--- src/rtl/rls_pkg.sv ---
// Package of constants for the receive lane status and statistics block
package rls_pkg;
  localparam int unsigned LANE_COUNT        = 12;
  localparam int unsigned FIRST_LANE        = 8;
  localparam int unsigned BIN_COUNT         = 7;
  localparam int unsigned LEN_WIDTH         = 15;
  localparam logic [7:0]  ADDR_CTRL         = 8'h00;
  localparam logic [7:0]  ADDR_OVERRIDE     = 8'h04;
  localparam logic [7:0]  ADDR_STATUS       = 8'h08;
  localparam logic [7:0]  ADDR_MARKER       = 8'h0C;
  localparam int unsigned CTRL_RX_TEST_BIT  = 0;
  localparam int unsigned CTRL_TX_TEST_BIT  = 1;
  localparam int unsigned CTRL_REPLACE_BIT  = 2;
  localparam int unsigned CTRL_MAXLEN_LSB   = 16;
  localparam int unsigned STAT_HIGH_ERR_BIT = 0;
  localparam int unsigned STAT_SIG_OS_BIT   = 1;
  localparam int unsigned STAT_FOUR_BIT     = 2;
  localparam int unsigned MARK_VALID_BIT    = 8;
  localparam logic [14:0] MAXLEN_RESET      = 15'h2580;
  localparam logic [7:0]  OVERRIDE_RESET    = 8'h00;
  localparam logic [14:0] LEN_64            = 15'h0040;
  localparam logic [14:0] LEN_127           = 15'h007F;
  localparam logic [14:0] LEN_255           = 15'h00FF;
  localparam logic [14:0] LEN_511           = 15'h01FF;
  localparam logic [14:0] LEN_1023          = 15'h03FF;
  localparam logic [14:0] LEN_1518          = 15'h05EE;
  localparam logic [14:0] LEN_1522          = 15'h05F2;
endpackage

--- src/rtl/rls_lane_stats.sv ---
// Receive lane status, test pattern control and receive statistics increments
//
// Summary of operation
// [RULE1] Per-lane parity error flag, lanes 8 to 19
// [RULE2] High error rate level follows threshold
// [RULE3] Flag set when signal ordered-set seen
// [RULE4] Receive test enable starts idle pattern checking
// [RULE5] Transmit test enable sends scrambled idle pattern
// [RULE6] Mismatch count pulsed only while checking enabled
// [RULE7] Async lane-mode pin selects four or ten
// [RULE8] Replace lane-0 marker parity byte when enabled
// [RULE9] Present captured marker parity byte with valid
// [RULE10] Bytes received this cycle, seven bits
// [RULE11] Packets received this cycle, good or bad
// [RULE12] Good byte count only on clean completion
// [RULE13] Good packet pulse only on clean completion
// [RULE14] Checksum failure counted between 64 and maximum
// [RULE15] Size bins 64, 65-127, 128-255
// [RULE16] Size bins 256-511 through 1519-1522
// [RULE17] Lane error pulses one cycle, back-to-back allowed
// [RULE18] User supplies fifteen-bit maximum packet length
// [RULE19] Increments zero without a qualifying event
// [RULE20] One size bin per packet, at end; lengths below 64 or above 1522 get no bin
`timescale 1ns/1ps
module rls_lane_stats
(
  input  wire logic        pclk,
  input  wire logic        presetn,
  input  wire logic        ce,
  input  wire logic        psel,
  input  wire logic        penable,
  input  wire logic        pwrite,
  input  wire logic [7:0]  paddr,
  input  wire logic [31:0] pwdata,
  output logic      [31:0] prdata,
  output logic             pready,
  output logic             pslverr,
  input  wire logic [11:0] lane_parity_bad,
  input  wire logic        error_rate_over,
  input  wire logic        signal_os_word,
  input  wire logic [2:0]  pattern_mismatch,
  input  wire logic        four_lane_select,
  input  wire logic [7:0]  tx_marker_parity_calc,
  input  wire logic [7:0]  marker_parity_rx,
  input  wire logic        marker_parity_strobe,
  input  wire logic [6:0]  rx_bytes,
  input  wire logic        pkt_end,
  input  wire logic [14:0] pkt_len,
  input  wire logic        pkt_fcs_bad,
  input  wire logic        pkt_other_err,
  output logic      [11:0] rx_lane_parity_error,
  output logic             rx_high_error_rate,
  output logic             rx_signal_ordered_set_seen,
  output logic             rx_test_check_enable,
  output logic             tx_idle_pattern_enable,
  output logic      [2:0]  rx_test_mismatch_count,
  output logic             four_lane_mode,
  output logic      [7:0]  tx_marker_parity_byte,
  output logic      [7:0]  rx_marker_parity_byte,
  output logic             rx_marker_parity_valid,
  output logic      [6:0]  rx_total_bytes_inc,
  output logic      [2:0]  rx_total_packets_inc,
  output logic      [13:0] rx_good_bytes_inc,
  output logic             rx_good_packets_inc,
  output logic             rx_checksum_fail_increment,
  output logic      [6:0]  rx_size_bin_inc
);

  // Bin index: 0=64, 1=65-127, 2=128-255, 3=256-511, 4=512-1023, 5=1024-1518, 6=1519-1522
  function automatic logic [6:0] rls_bin(input logic [14:0] len);
    logic [6:0] b;
    b = 7'h00;
    if (len == rls_pkg::LEN_64)
      b[0] = 1'b1;
    else if (len > rls_pkg::LEN_64 && len <= rls_pkg::LEN_127)
      b[1] = 1'b1;
    else if (len > rls_pkg::LEN_127 && len <= rls_pkg::LEN_255)
      b[2] = 1'b1;
    else if (len > rls_pkg::LEN_255 && len <= rls_pkg::LEN_511)
      b[3] = 1'b1;
    else if (len > rls_pkg::LEN_511 && len <= rls_pkg::LEN_1023)
      b[4] = 1'b1;
    else if (len > rls_pkg::LEN_1023 && len <= rls_pkg::LEN_1518)
      b[5] = 1'b1;
    else if (len > rls_pkg::LEN_1518 && len <= rls_pkg::LEN_1522)
      b[6] = 1'b1;
    return b;
  endfunction

  logic        rx_test_q;
  logic        tx_test_q;
  logic        replace_q;
  logic [14:0] max_len_q;
  logic [7:0]  override_q;
  logic        sig_os_q;
  logic        mode_meta_q;
  logic        mode_q;
  logic        mark_valid_q;
  logic [7:0]  mark_byte_q;
  logic        pready_q;
  logic        pslverr_q;
  logic [31:0] prdata_q;
  logic        setup;
  logic        wr_access;
  logic        addr_ok;
  logic [31:0] rd_d;

  assign setup     = psel && !penable;
  assign wr_access = psel && penable && pwrite && pready_q;
  assign addr_ok   = (paddr == rls_pkg::ADDR_CTRL) || (paddr == rls_pkg::ADDR_OVERRIDE) ||
                     (paddr == rls_pkg::ADDR_STATUS) || (paddr == rls_pkg::ADDR_MARKER);

  always_comb
  begin
    rd_d = 32'h0000_0000;
    unique case (paddr)
      rls_pkg::ADDR_CTRL:
      begin
        rd_d[rls_pkg::CTRL_RX_TEST_BIT] = rx_test_q;
        rd_d[rls_pkg::CTRL_TX_TEST_BIT] = tx_test_q;
        rd_d[rls_pkg::CTRL_REPLACE_BIT] = replace_q;
        rd_d[rls_pkg::CTRL_MAXLEN_LSB +: rls_pkg::LEN_WIDTH] = max_len_q;
      end
      rls_pkg::ADDR_OVERRIDE:
        rd_d[7:0] = override_q;
      rls_pkg::ADDR_STATUS:
      begin
        rd_d[rls_pkg::STAT_HIGH_ERR_BIT] = rx_high_error_rate;
        rd_d[rls_pkg::STAT_SIG_OS_BIT]   = sig_os_q;
        rd_d[rls_pkg::STAT_FOUR_BIT]     = mode_q;
      end
      rls_pkg::ADDR_MARKER:
      begin
        rd_d[7:0]                      = mark_byte_q;
        rd_d[rls_pkg::MARK_VALID_BIT]  = mark_valid_q;
      end
      default:
        rd_d = 32'h0000_0000;
    endcase
  end

  // Answer is prepared in the setup cycle so the access phase never waits
  always_ff @(posedge pclk or negedge presetn)
  begin
    if (!presetn)
    begin
      pready_q  <= 1'b0;
      pslverr_q <= 1'b0;
      prdata_q  <= 32'h0000_0000;
    end
    else if (ce)
    begin
      pready_q  <= setup;
      pslverr_q <= setup && !addr_ok;
      if (setup && !pwrite)
        prdata_q <= rd_d;
    end
  end

  always_ff @(posedge pclk or negedge presetn)
  begin
    if (!presetn)
    begin
      rx_test_q  <= 1'b0;
      tx_test_q  <= 1'b0;
      replace_q  <= 1'b0;
      max_len_q  <= rls_pkg::MAXLEN_RESET;
      override_q <= rls_pkg::OVERRIDE_RESET;
    end
    else if (ce && wr_access)
    begin
      if (paddr == rls_pkg::ADDR_CTRL)
      begin
        rx_test_q <= pwdata[rls_pkg::CTRL_RX_TEST_BIT];   // [RULE4]
        tx_test_q <= pwdata[rls_pkg::CTRL_TX_TEST_BIT];   // [RULE5]
        replace_q <= pwdata[rls_pkg::CTRL_REPLACE_BIT];   // [RULE8]
        max_len_q <= pwdata[rls_pkg::CTRL_MAXLEN_LSB +: rls_pkg::LEN_WIDTH];
      end
      if (paddr == rls_pkg::ADDR_OVERRIDE)
        override_q <= pwdata[7:0];
    end
  end

  // Sticky signal ordered-set flag; a new sighting wins over a write-one clear
  always_ff @(posedge pclk or negedge presetn)
  begin
    if (!presetn)
      sig_os_q <= 1'b0;
    else if (ce)
    begin
      if (signal_os_word)
        sig_os_q <= 1'b1;                                 // [RULE3]
      else if (wr_access && paddr == rls_pkg::ADDR_STATUS && pwdata[rls_pkg::STAT_SIG_OS_BIT])
        sig_os_q <= 1'b0;
    end
  end

  // Lane mode pin is static but asynchronous, so it is synchronised before use
  always_ff @(posedge pclk or negedge presetn)
  begin
    if (!presetn)
    begin
      mode_meta_q <= 1'b0;
      mode_q      <= 1'b0;
    end
    else if (ce)
    begin
      mode_meta_q <= four_lane_select;
      mode_q      <= mode_meta_q;                         // [RULE7]
    end
  end

  always_ff @(posedge pclk or negedge presetn)
  begin
    if (!presetn)
    begin
      mark_valid_q <= 1'b0;
      mark_byte_q  <= 8'h00;
    end
    else if (ce && marker_parity_strobe)
    begin
      mark_valid_q <= 1'b1;                               // [RULE9]
      mark_byte_q  <= marker_parity_rx;
    end
  end

  always_ff @(posedge pclk or negedge presetn)
  begin
    if (!presetn)
    begin
      rx_lane_parity_error       <= 12'h000;
      rx_high_error_rate         <= 1'b0;
      rx_signal_ordered_set_seen <= 1'b0;
      rx_test_check_enable       <= 1'b0;
      tx_idle_pattern_enable     <= 1'b0;
      rx_test_mismatch_count     <= 3'h0;
      four_lane_mode             <= 1'b0;
      tx_marker_parity_byte      <= 8'h00;
      rx_marker_parity_byte      <= 8'h00;
      rx_marker_parity_valid     <= 1'b0;
    end
    else if (ce)
    begin
      rx_lane_parity_error       <= lane_parity_bad;      // [RULE1] [RULE17]
      rx_high_error_rate         <= error_rate_over;      // [RULE2]
      rx_signal_ordered_set_seen <= sig_os_q || signal_os_word;  // [RULE3]
      rx_test_check_enable       <= rx_test_q;            // [RULE4]
      tx_idle_pattern_enable     <= tx_test_q;            // [RULE5]
      rx_test_mismatch_count     <= rx_test_q ? pattern_mismatch : 3'h0;  // [RULE6]
      four_lane_mode             <= mode_q;               // [RULE7]
      tx_marker_parity_byte      <= replace_q ? override_q : tx_marker_parity_calc;  // [RULE8]
      rx_marker_parity_byte      <= mark_byte_q;          // [RULE9]
      rx_marker_parity_valid     <= mark_valid_q;
    end
  end

  // Statistics: every increment is zero unless its event occurs this cycle
  always_ff @(posedge pclk or negedge presetn)
  begin
    if (!presetn)
    begin
      rx_total_bytes_inc         <= 7'h00;
      rx_total_packets_inc       <= 3'h0;
      rx_good_bytes_inc          <= 14'h0000;
      rx_good_packets_inc        <= 1'b0;
      rx_checksum_fail_increment <= 1'b0;
      rx_size_bin_inc            <= 7'h00;
    end
    else if (ce)
    begin
      rx_total_bytes_inc   <= rx_bytes;                   // [RULE10]
      rx_total_packets_inc <= {2'b00, pkt_end};           // [RULE11] [RULE19]
      rx_good_packets_inc  <= pkt_end && !pkt_fcs_bad && !pkt_other_err;  // [RULE13]
      rx_good_bytes_inc    <= (pkt_end && !pkt_fcs_bad && !pkt_other_err) ? pkt_len[13:0] : 14'h0000;  // [RULE12]
      // Upper bound comes from software's maximum packet length
      rx_checksum_fail_increment <= pkt_end && pkt_fcs_bad && pkt_len >= rls_pkg::LEN_64 &&
                                    pkt_len <= max_len_q;  // [RULE14] [RULE18]
      rx_size_bin_inc      <= pkt_end ? rls_bin(pkt_len) : 7'h00;  // [RULE15] [RULE16] [RULE20]
    end
  end

  assign prdata  = prdata_q;
  assign pready  = pready_q;
  assign pslverr = pslverr_q;
endmodule

--- config.mk ---
export PLATFORM = sky130hd
export DESIGN_NAME = rls_lane_stats
export DESIGN_NICKNAME = d
export VERILOG_FILES = /design/src/rtl/rls_pkg.sv /design/src/rtl/rls_lane_stats.sv
export SDC_FILE = /design/constraint.sdc
export NUM_CORES = 1
export LEC_CHECK = 0
export BUFFER_PORTS_ARGS = -buffer_cell sky130_fd_sc_hd__buf_2
export CAP_MARGIN = 20
export CORE_UTILIZATION = 50
export CTS_CLUSTER_SIZE = 10
export DETAILED_ROUTE_END_ITERATION = 6
export PLACE_DENSITY = 0.81
export SLEW_MARGIN = 0
export SYNTH_ARGS = -nofsm -noshare
export SYNTH_HDL_FRONTEND = slang
export SYNTH_SLANG_ARGS = --single-unit
--- constraint.sdc ---
create_clock -name pclk -period 2.3 [get_ports pclk]
set_input_delay 0.115 -clock pclk [delete_from_list [all_inputs] [get_ports pclk]]
set_output_delay 0.115 -clock pclk [all_outputs]
set_load 0.05 [all_outputs]
==> flow_summary.ini, run 1 <==
[run_status]
status = complete, no violations

[global_routing]
overflow = 0
grt_max_degree = 80
grt_antenna_before_repair = 0
gr-usage-all-layers = 0.2723
grt_pass1_wl_um = 23920
grt_pass1_vias = 4889

[finish]
design_area_um2 = 8205
area_growth_pct = 43.00
final_core_util = 0.7439
nets = 827
multiInputGateArea_um2 = 2212
fill_cells = 694
final_cell_mix = buf_2, dfrtp_1, dlygate4sd3_1
drive_gt1_frac = 0.4395
regArea_um2 = 3308
n_antenna_cell = 0
layout_commonest_cell = buf_2

[sta]
skew_ps = 5.963
max_slew_margin = 0.5199
timing.final.crit_share = 0.7833
fin_crit_ps = 1802
tns_ps = 0
max_freq_ghz = 0.5551
setup_viol = 0
tightest_slew_ps = 720.2
timing.final.ws_setup_ps = 498.4
drv_slew = 0
hold_viol = 0
grt_setup_unrepaired = false

[job]
maxCapViolCount = 0

[power_and_ir_drop]
ir_worst_vdd_mv = 0.6453
leakagePower_nw = 4.077
powerDensity_nw_per_um2 = 807.8

[floorplan]
ioPinCount = 210
core.rowCount = 38
die_w_um = 109.1
core_um2 = 11030
die_y_um = 109.1
start_util = 0.5202
fp.dieArea_um2 = 11910

[placement]
place.gp.congestion = 0.8034
dp_worst_setup_slack_ps = 493.6
post_dp_cell_area_um2 = 6823
port_buffers = 190
hpwl_um = 10170

[synth]
synth_compound_area_frac = 0.1053
ys_async_sr_fraction = 1.000
synthSimpleGateAreaFrac = 0.07239
avgSynthCellArea_um2 = 13.13
ys_seq_elements = 132
syn_inst = 437
netlist_area_um2 = 5738
synth_edf_count = 0
ys.flop_type = dfrtp_1
seq_area_frac_synth = 0.5765
yosys_warnings = 0
synth_top_family_by_area = multiplexers
synth_adder_area_share = 0.03271
synth_xor_area_frac = 0
muxShareOfSynthArea = 0.1686
yosysUniqueCellTypes = 50

[setup_path]
crit_path_top_delay_cell = dfstp_2
required_ps = 2580
worst_path_largest_cell_delay_ps = 530
reg2reg_depth = 7
worst-setup-path-type = flop to flop
critPathBufInv = 1
startpoint_type = flop
path_max_fanout = 3
cp_cell_sequence = inv_1 -> ha_1 -> and4_1 -> nand3_1 -> o21bai_1 -> a311oi_1 -> a211oi_1
crit_family = flip-flops
critPathArrivalTime_ps = 2080
cp_num_cells = 7
cp-end-kind = flop

[clock_network]
cts_sinks = 132
clockBufferDepth = 2
cts_tree = built
numCtsBuffers = 17
root_buffer = clkbuf_16
h-tree-depth = 4
clock_latency_ps = 420
path_clk_slew_ps = 60

[detailed_routing]
drtIter0Drc = 202
antenna_left = 0
routedWlPerCell_um = 17.87
route.detailed.drc = 0
via_count = 4594
drt-total-wl_um = 15350
post_drt_via_cell_ratio = 5.348
first_pass_iters = 4

[min_path]
hp-class = input port to flop
hold_depth = 2
==> where the power goes <==
part | internal, mW | leakage [nW] | switching (mW)
registers | 2.45 | 1.69 | 0.0762
clock network | 2.09 | 0.323 | 1.01
logic | 0.344 | 2.06 | 0.656
==> through the flow <==
stage                     hold slack [ps]  power [mW]  std cells
final                               14.87       6.629        859
after global routing                24.74       6.838        859
after CTS                           1.068       6.649        859
after detailed placement            208.2       3.459        757
after global placement              183.7       3.427        757
after floorplan                    -180.6       3.153        446
==> kinds of logic (layout without fill, tap and decap cells) <==
group,count (synthesis),after routing
AO/OA/AOI/OAI,80,80
adder cells (fa/ha/maj),15,15
buffers and inverters,53,326
flip-flops,132,132
multiplexers,84,84
other,1,10
AND/OR/NAND/NOR,72,72
==> final timing paths <==
check,slack (ps),end,startpoint
worst max-delay path,500,rx_checksum_fail_increment$_DFFE_PN0P_,max_len_q[13]$_DFFE_PN1P_
worst min-delay path,10,rx_good_bytes_inc[3]$_DFFE_PN0P_,pkt_len[3]
max in group asynchronous,1290,max_len_q[3]$_DFFE_PN0P_,presetn
worst min register to register,490,prdata[4]$_DFFE_PN0P_,prdata[4]$_DFFE_PN0P_
min in group asynchronous,310,max_len_q[4]$_DFFE_PN0P_,presetn
worst max register to register,500,rx_checksum_fail_increment$_DFFE_PN0P_,max_len_q[13]$_DFFE_PN1P_
==> worst register-to-register path, cell delays in order, from the launching register on <==
cell	delay [ps]
dfstp_2	530
inv_1	50
ha_1	300
and4_1	210
nand3_1	90
o21bai_1	170
a311oi_1	250
a211oi_1	70
==> routing by layer <==
metal,track usage,routed length [µm]
met5,0,0
met4,0.1313,503
met3,0.07591,1006
met2,0.4901,8122
met1,0.2924,5719
==> Yosys cell counts (3+ instances only) <==
cell type | number | share of area
nand3_1 | 10 | 0.0087
o2bb2ai_1 | 3 | 0.0046
nor2_1 | 19 | 0.012
buf_4 | 11 | 0.014
mux2_2 | 68 | 0.13
o21ai_0 | 14 | 0.012
nand2_1 | 17 | 0.011
clkbuf_1 | 12 | 0.0078
ha_1 | 15 | 0.033
dfstp_2 | 4 | 0.018
nand4_1 | 4 | 0.0044
mux2i_1 | 13 | 0.023
buf_2 | 3 | 0.0026
a22o_1 | 33 | 0.050
dfrtp_1 | 128 | 0.56
a21oi_1 | 16 | 0.014
inv_1 | 25 | 0.016
and3_1 | 3 | 0.0033
==> flip-flops by register name (all words and copies together), names as in the netlist, 3 cells and up <==
| register | cells |
|---|---|
| prdata | 24 |
| rx_total_bytes_inc | 7 |
| mark_byte_q | 8 |
| override_q | 8 |
| rx_marker_parity_byte | 8 |
| max_len_q | 15 |
| rx_size_bin_inc | 7 |
| rx_lane_parity_error | 12 |
| tx_marker_parity_byte | 8 |
| rx_test_mismatch_count | 3 |
| rx_good_bytes_inc | 14 |
==> cell type report <==
cell class / instances / share of cell area
clock inverter: 12 / 0.02745
inverter: 26 / 0.01189
tap: 140 / 0.02135
clock buffer: 20 / 0.05566
sequential: 132 / 0.4032
multi-input combinational: 261 / 0.2696
timing repair buffer: 268 / 0.2109
==> repair_timing <==
action / CTS / global route
hold buffers: 70 / 0
hold endpoints to repair: 145 / 0
setup buffers: 0 / 0
resized for setup: 0 / 0
Power figures use the tool's default switching activity.
==> run 2: changes to the inputs <==
- ABC_AREA: unset -> 1
- PLACE_DENSITY: 0.81 -> 0.8
- clock period: 2.3 -> 1.85 ns (I/O delays scaled with it)
==> flow_summary.ini, run 2 <==
[run_status]
status = complete, but fails checks
violations = DRC

[synth]
synth_top_area_cell = dfrtp_1
yosysUniqueCellTypes = 36
seq_area_frac_synth = 0.5541
ys_seq_elements = 132
ys_async_sr_fraction = 1.000
synth_edf_count = 0
syn_inst = 679
synth_area_leaders = dfrtp_1, nand2_1, nand3_1, ha_1, inv_1
ys.flop_type = dfrtp_1
netlist_area_um2 = 5971
yosys_warnings = 0
synth_commonest_cells = nand2_1, dfrtp_1, inv_1, nand3_1, nor2_1
avgSynthCellArea_um2 = 8.793
synth_top_area_frac = 0.5365
yosysMostFrequentCell = nand2_1

[detailed_routing]
drt-total-wl_um = 17490
post_drt_via_cell_ratio = 5.177
via_count = 5690
antenna_left = 0
drtIter0Drc = 383
first_pass_iters = 7
route.detailed.drc = 27
routedWlPerCell_um = 15.91

[finish]
final_cells = 1099
design_area_um2 = 8309
nets = 1064
drive_gt1_frac = 0.2793
final_cell_mix = nand2_1, buf_2, dfrtp_1
area_growth_pct = 39.17
layout_commonest_cell = nand2_1
n_antenna_cell = 0
largest_reg_flops = 24

[power_and_ir_drop]
ir_worst_vdd_mv = 0.6039
powerDensity_nw_per_um2 = 911.4
leakagePower_nw = 4.611

[clock_network]
numCtsBuffers = 17
cts_sinks = 132
clock_latency_ps = 420
root_buffer = clkbuf_16
h-tree-depth = 4
cts_tree = built
path_clk_slew_ps = 60
clockBufferDepth = 2

[floorplan]
fp.dieArea_um2 = 12380
ioPinCount = 210
die_y_um = 111.3
die_w_um = 111.3
core_um2 = 11520
start_util = 0.5185
core.rowCount = 39

[setup_path]
cp-end-kind = flop
cp_cell_sequence = inv_1 -> ha_1 -> nand2_1 -> nor2_1 -> and2_1 -> nand2_1 -> nand2_1 -> nand2_1 -> nand2_1 -> nand2_1
worst-setup-path-type = flop to flop
required_ps = 2150
endpoint = rx_checksum_fail_increment$_DFFE_PN0P_
reg2reg_to = rx_checksum_fail_increment$_DFFE_PN0P_
critPathArrivalTime_ps = 1940
crit_path_top_delay_cell = dfstp_2
reg2reg_depth = 10
path_common_cell = nand2_1
worst_path_largest_cell_delay_ps = 510
startpoint_type = flop
crit_family = simple AND/OR/NAND/NOR gates
r2r_start = max_len_q[10]$_DFFE_PN1P_
critPathBufInv = 1
cp_num_cells = 10
path_max_fanout = 3
reg2reg_slack_ps = 210
critical_path.startpoint = max_len_q[10]$_DFFE_PN1P_

[sta]
timing.final.crit_share = 0.8872
hold_viol = 0
timing.final.ws_setup_ps = 208.7
max_freq_ghz = 0.6093
tightest_slew_ps = 602.8
fin_crit_ps = 1641
skew_ps = 12.89
grt_setup_unrepaired = false
tns_ps = 0
setup_viol = 0
drv_slew = 0
max_slew_margin = 0.5967

[global_routing]
overflow = 0
grt_pass1_vias = 5834
gr-usage-all-layers = 0.2966
grt_pass1_wl_um = 28490
grt_antenna_before_repair = 0
grt_max_degree = 51

[placement]
post_dp_cell_area_um2 = 7038
dp_cells = 997
port_buffers = 190
hpwl_um = 11000
dp_worst_setup_slack_ps = 198.8
place.gp.congestion = 0.8320

[min_path]
hp-class = input port to flop

[job]
maxCapViolCount = 0
## run 2: cell families (layout without fill, tap and decap cells)
logic type                 Yosys count  in the layout  synth area share
buffers and inverters               85            353           0.06559
AOI/OAI and AO/OA                   81             81           0.08529
and+or+nand+nor                    357            357            0.2479
other                                1             10         0.0006281
muxes                                8              8           0.01509
adders and majority gates           15             15           0.03143
DFF                                132            132            0.5541
## run 2: tightest hold or removal path: cells and delay by family
| kind | cells | cell delay, ps |
|---|---|---|
| compound gates | 1 | 70 |
| buf+inv | 1 | 150 |
| simple gates | 1 | 70 |
## run 2: stage by stage
step	total power, mW	utilization	hold slack [ps]
after floorplan	3.845	-	-203.1
after global placement	4.206	0.6111	67.43
after detailed placement	4.222	0.6111	73.73
after CTS	7.575	0.7215	8.396
after global routing	7.842	0.7215	20.13
final	7.573	0.7215	26.52
## run 2: worst min path at each step
stage | start | to | slack (ps) | cells past startpoint
floorplan | presetn | four_lane_mode$_DFFE_PN0P_ | -200 | 0
detailed placement | presetn | prdata[18]$_DFFE_PN0P_ | 70 | 1
CTS | pkt_len[2] | rx_good_bytes_inc[2]$_DFFE_PN0P_ | 8 | 3
finish | pkt_len[9] | rx_size_bin_inc[4]$_DFFE_PN0P_ | 30 | 3
global placement | presetn | prdata[20]$_DFFE_PN0P_ | 70 | 1
global route | pkt_len[5] | rx_good_bytes_inc[5]$_DFFE_PN0P_ | 20 | 2
## run 2: power by group
part | total [mW] | switching, mW | internal, mW | leakage (nW)
Sequential | 3.12 | 0.0932 | 3.03 | 1.62
Combinational | 1.19 | 0.828 | 0.365 | 2.71
Clock | 3.26 | 1.37 | 1.88 | 0.272
## run 2: area by class of cell
| class | instances | area [µm²] |
|---|---|---|
| Sequential cell | 132 | 3308 |
| Fill cell | 836 | 3207 |
| Multi-Input combinational cell | 471 | 2305 |
| Timing Repair Buffer | 269 | 1750 |
| Clock buffer | 17 | 425.4 |
| Inverter | 52 | 196.4 |
| Tap cell | 143 | 178.9 |
| Clock inverter | 15 | 145.1 |
## run 2: repair_timing
| action | 4_1_cts | 5_1_grt |
|---|---|---|
| hold endpoints to repair | 120 | 0 |
| hold buffers | 70 | 0 |
| gates resized for setup | 0 | 0 |
| buffers inserted | 0 | 0 |
## run 2: per-layer routing
layer / up-vias / part of all wire / track usage
li1: 2696 / - / -
met1: 2719 / 0.40 / 0.3528
met2: 243 / 0.51 / 0.5271
met3: 32 / 0.068 / 0.06944
met4: 0 / 0.018 / 0.09910
met5: - / 0 / 0
==> run 3: changes to the inputs <==
- GPL_TIMING_DRIVEN: unset -> 0
==> flow_summary.ini, run 3 (synthesized netlist as in run 2, its figures left out) <==
[clock_network]
clockBufferDepth = 2
numCtsBuffers = 17
root_buffer = clkbuf_16
cts_sinks = 132
cts-resized-gates = 0
cts_tree = built
h-tree-depth = 4
clock_latency_ps = 420
path_clk_slew_ps = 60

[finish]
nets = 1091
largest_reg_flops = 24
final_cell_mix = nand2_1, buf_2, dfrtp_1
fill_cells = 764
drive_gt1_frac = 0.2828
design_area_um2 = 8514
n_antenna_cell = 0
area_growth_pct = 42.60
final_core_util = 0.7394
layout_commonest_cell = nand2_1
final_cells = 1126

[sta]
tightest_slew_ps = 652.7
max_slew_margin = 0.5649
setup_viol = 0
timing.final.ws_setup_ps = 196.1
grt_setup_unrepaired = false
fin_crit_ps = 1654
drv_slew = 0
skew_ps = 7.535
hold_viol = 0
tns_ps = 0
max_freq_ghz = 0.6046
holdWs_ps = 31.80
timing.final.crit_share = 0.8940

[setup_path]
startpoint_type = flop
worst-setup-path-type = flop to flop
critPathArrivalTime_ps = 1960
path_max_fanout = 3
required_ps = 2160
cp-end-kind = flop

[floorplan]
start_util = 0.5185
die_y_um = 111.3
fp.dieArea_um2 = 12380
die_w_um = 111.3
core.rowCount = 39
ioPinCount = 210
core_um2 = 11520

[detailed_routing]
drt-total-wl_um = 19660
route.detailed.drc = 26
routedWlPerCell_um = 17.46
post_drt_via_cell_ratio = 5.388
drtIter0Drc = 470
via_count = 6067
first_pass_iters = 7
antenna_left = 0

[run_status]
violations = DRC
status = complete, but fails checks

[power_and_ir_drop]
finalPower_mw = 7.949
leakagePower_nw = 4.718
ir_worst_vdd_mv = 0.7926
powerDensity_nw_per_um2 = 933.6

[min_path]
hp-class = input port to flop

[global_routing]
grt_antenna_before_repair = 0
overflow = 0
grt_pass1_vias = 6232
grt_max_degree = 75
gr-usage-all-layers = 0.3300
grt_pass1_wl_um = 31160

[placement]
dp_cells = 1022
place.gp.congestion = 0.8462
hpwl_um = 11740
post_dp_cell_area_um2 = 7168
port_buffers = 190
dp_worst_setup_slack_ps = 191.2

[job]
maxCapViolCount = 0
==> run 3: power breakdown <==
| group | internal [mW] | total (mW) | switching [mW] | leakage, nW |
|---|---|---|---|---|
| Clock | 2.28 | 3.58 | 1.29 | 0.295 |
| Sequential | 3.03 | 3.13 | 0.0995 | 1.62 |
| Combinational | 0.379 | 1.24 | 0.863 | 2.80 |
| Total | 5.69 | 7.95 | 2.25 | 4.72 |
==> run 3: timing repair <==
| action | CTS | global route |
|---|---|---|
| buffers inserted | 0 | 0 |
| hold endpoints to repair | 131 | 0 |
| hold buffers | 72 | 0 |
==> run 3: worst max-delay path, cell delays in order (launching register included) <==
cell,delay (ps)
dfstp_2,510
inv_1,70
ha_1,280
nand2_1,70
nor2_1,180
and2_1,150
nand2_1,50
nand2_1,50
nand2_1,60
nand2_1,80
nand2_1,50
==> run 3: final timing paths <==
kind / from / end / slack (ps) / cells after the start
worst max register to register: max_len_q[13]$_DFFE_PN1P_ / rx_checksum_fail_increment$_DFFE_PN0P_ / 200 / 10
max in group asynchronous: presetn / max_len_q[13]$_DFFE_PN1P_ / 890 / 3
worst max-delay path: max_len_q[13]$_DFFE_PN1P_ / rx_checksum_fail_increment$_DFFE_PN0P_ / 200 / 10
worst min-delay path: pkt_len[10] / rx_good_bytes_inc[10]$_DFFE_PN0P_ / 30 / 3
worst min register to register: rx_total_packets_inc[0]$_DFFE_PN0P_ / rx_total_packets_inc[0]$_DFFE_PN0P_ / 470 / 2
min in group asynchronous: presetn / prdata[20]$_DFFE_PN0P_ / 210 / 2
==> run 3: layer usage <==
layer  part of all wire  vias to the layer above  global-route usage
li1                   -                     2751                   -
met1               0.37                     2846              0.3768
met2               0.50                      375              0.5696
met3              0.084                       95             0.08037
met4              0.047                        0              0.1793
met5                  0                        -                   0
==> run 3: area by class of cell <==
type                            instances  area [µm²]  area share
Clock buffer                           19       442.9     0.05202
Inverter                               52       196.4     0.02307
Sequential cell                       132        3308      0.3885
Buffer                                 33       195.2     0.02292
Timing Repair Buffer                  263        1705      0.2003
Multi-Input combinational cell        471        2305      0.2707
Clock inverter                         13       182.7     0.02145
Tap cell                              143       178.9     0.02101
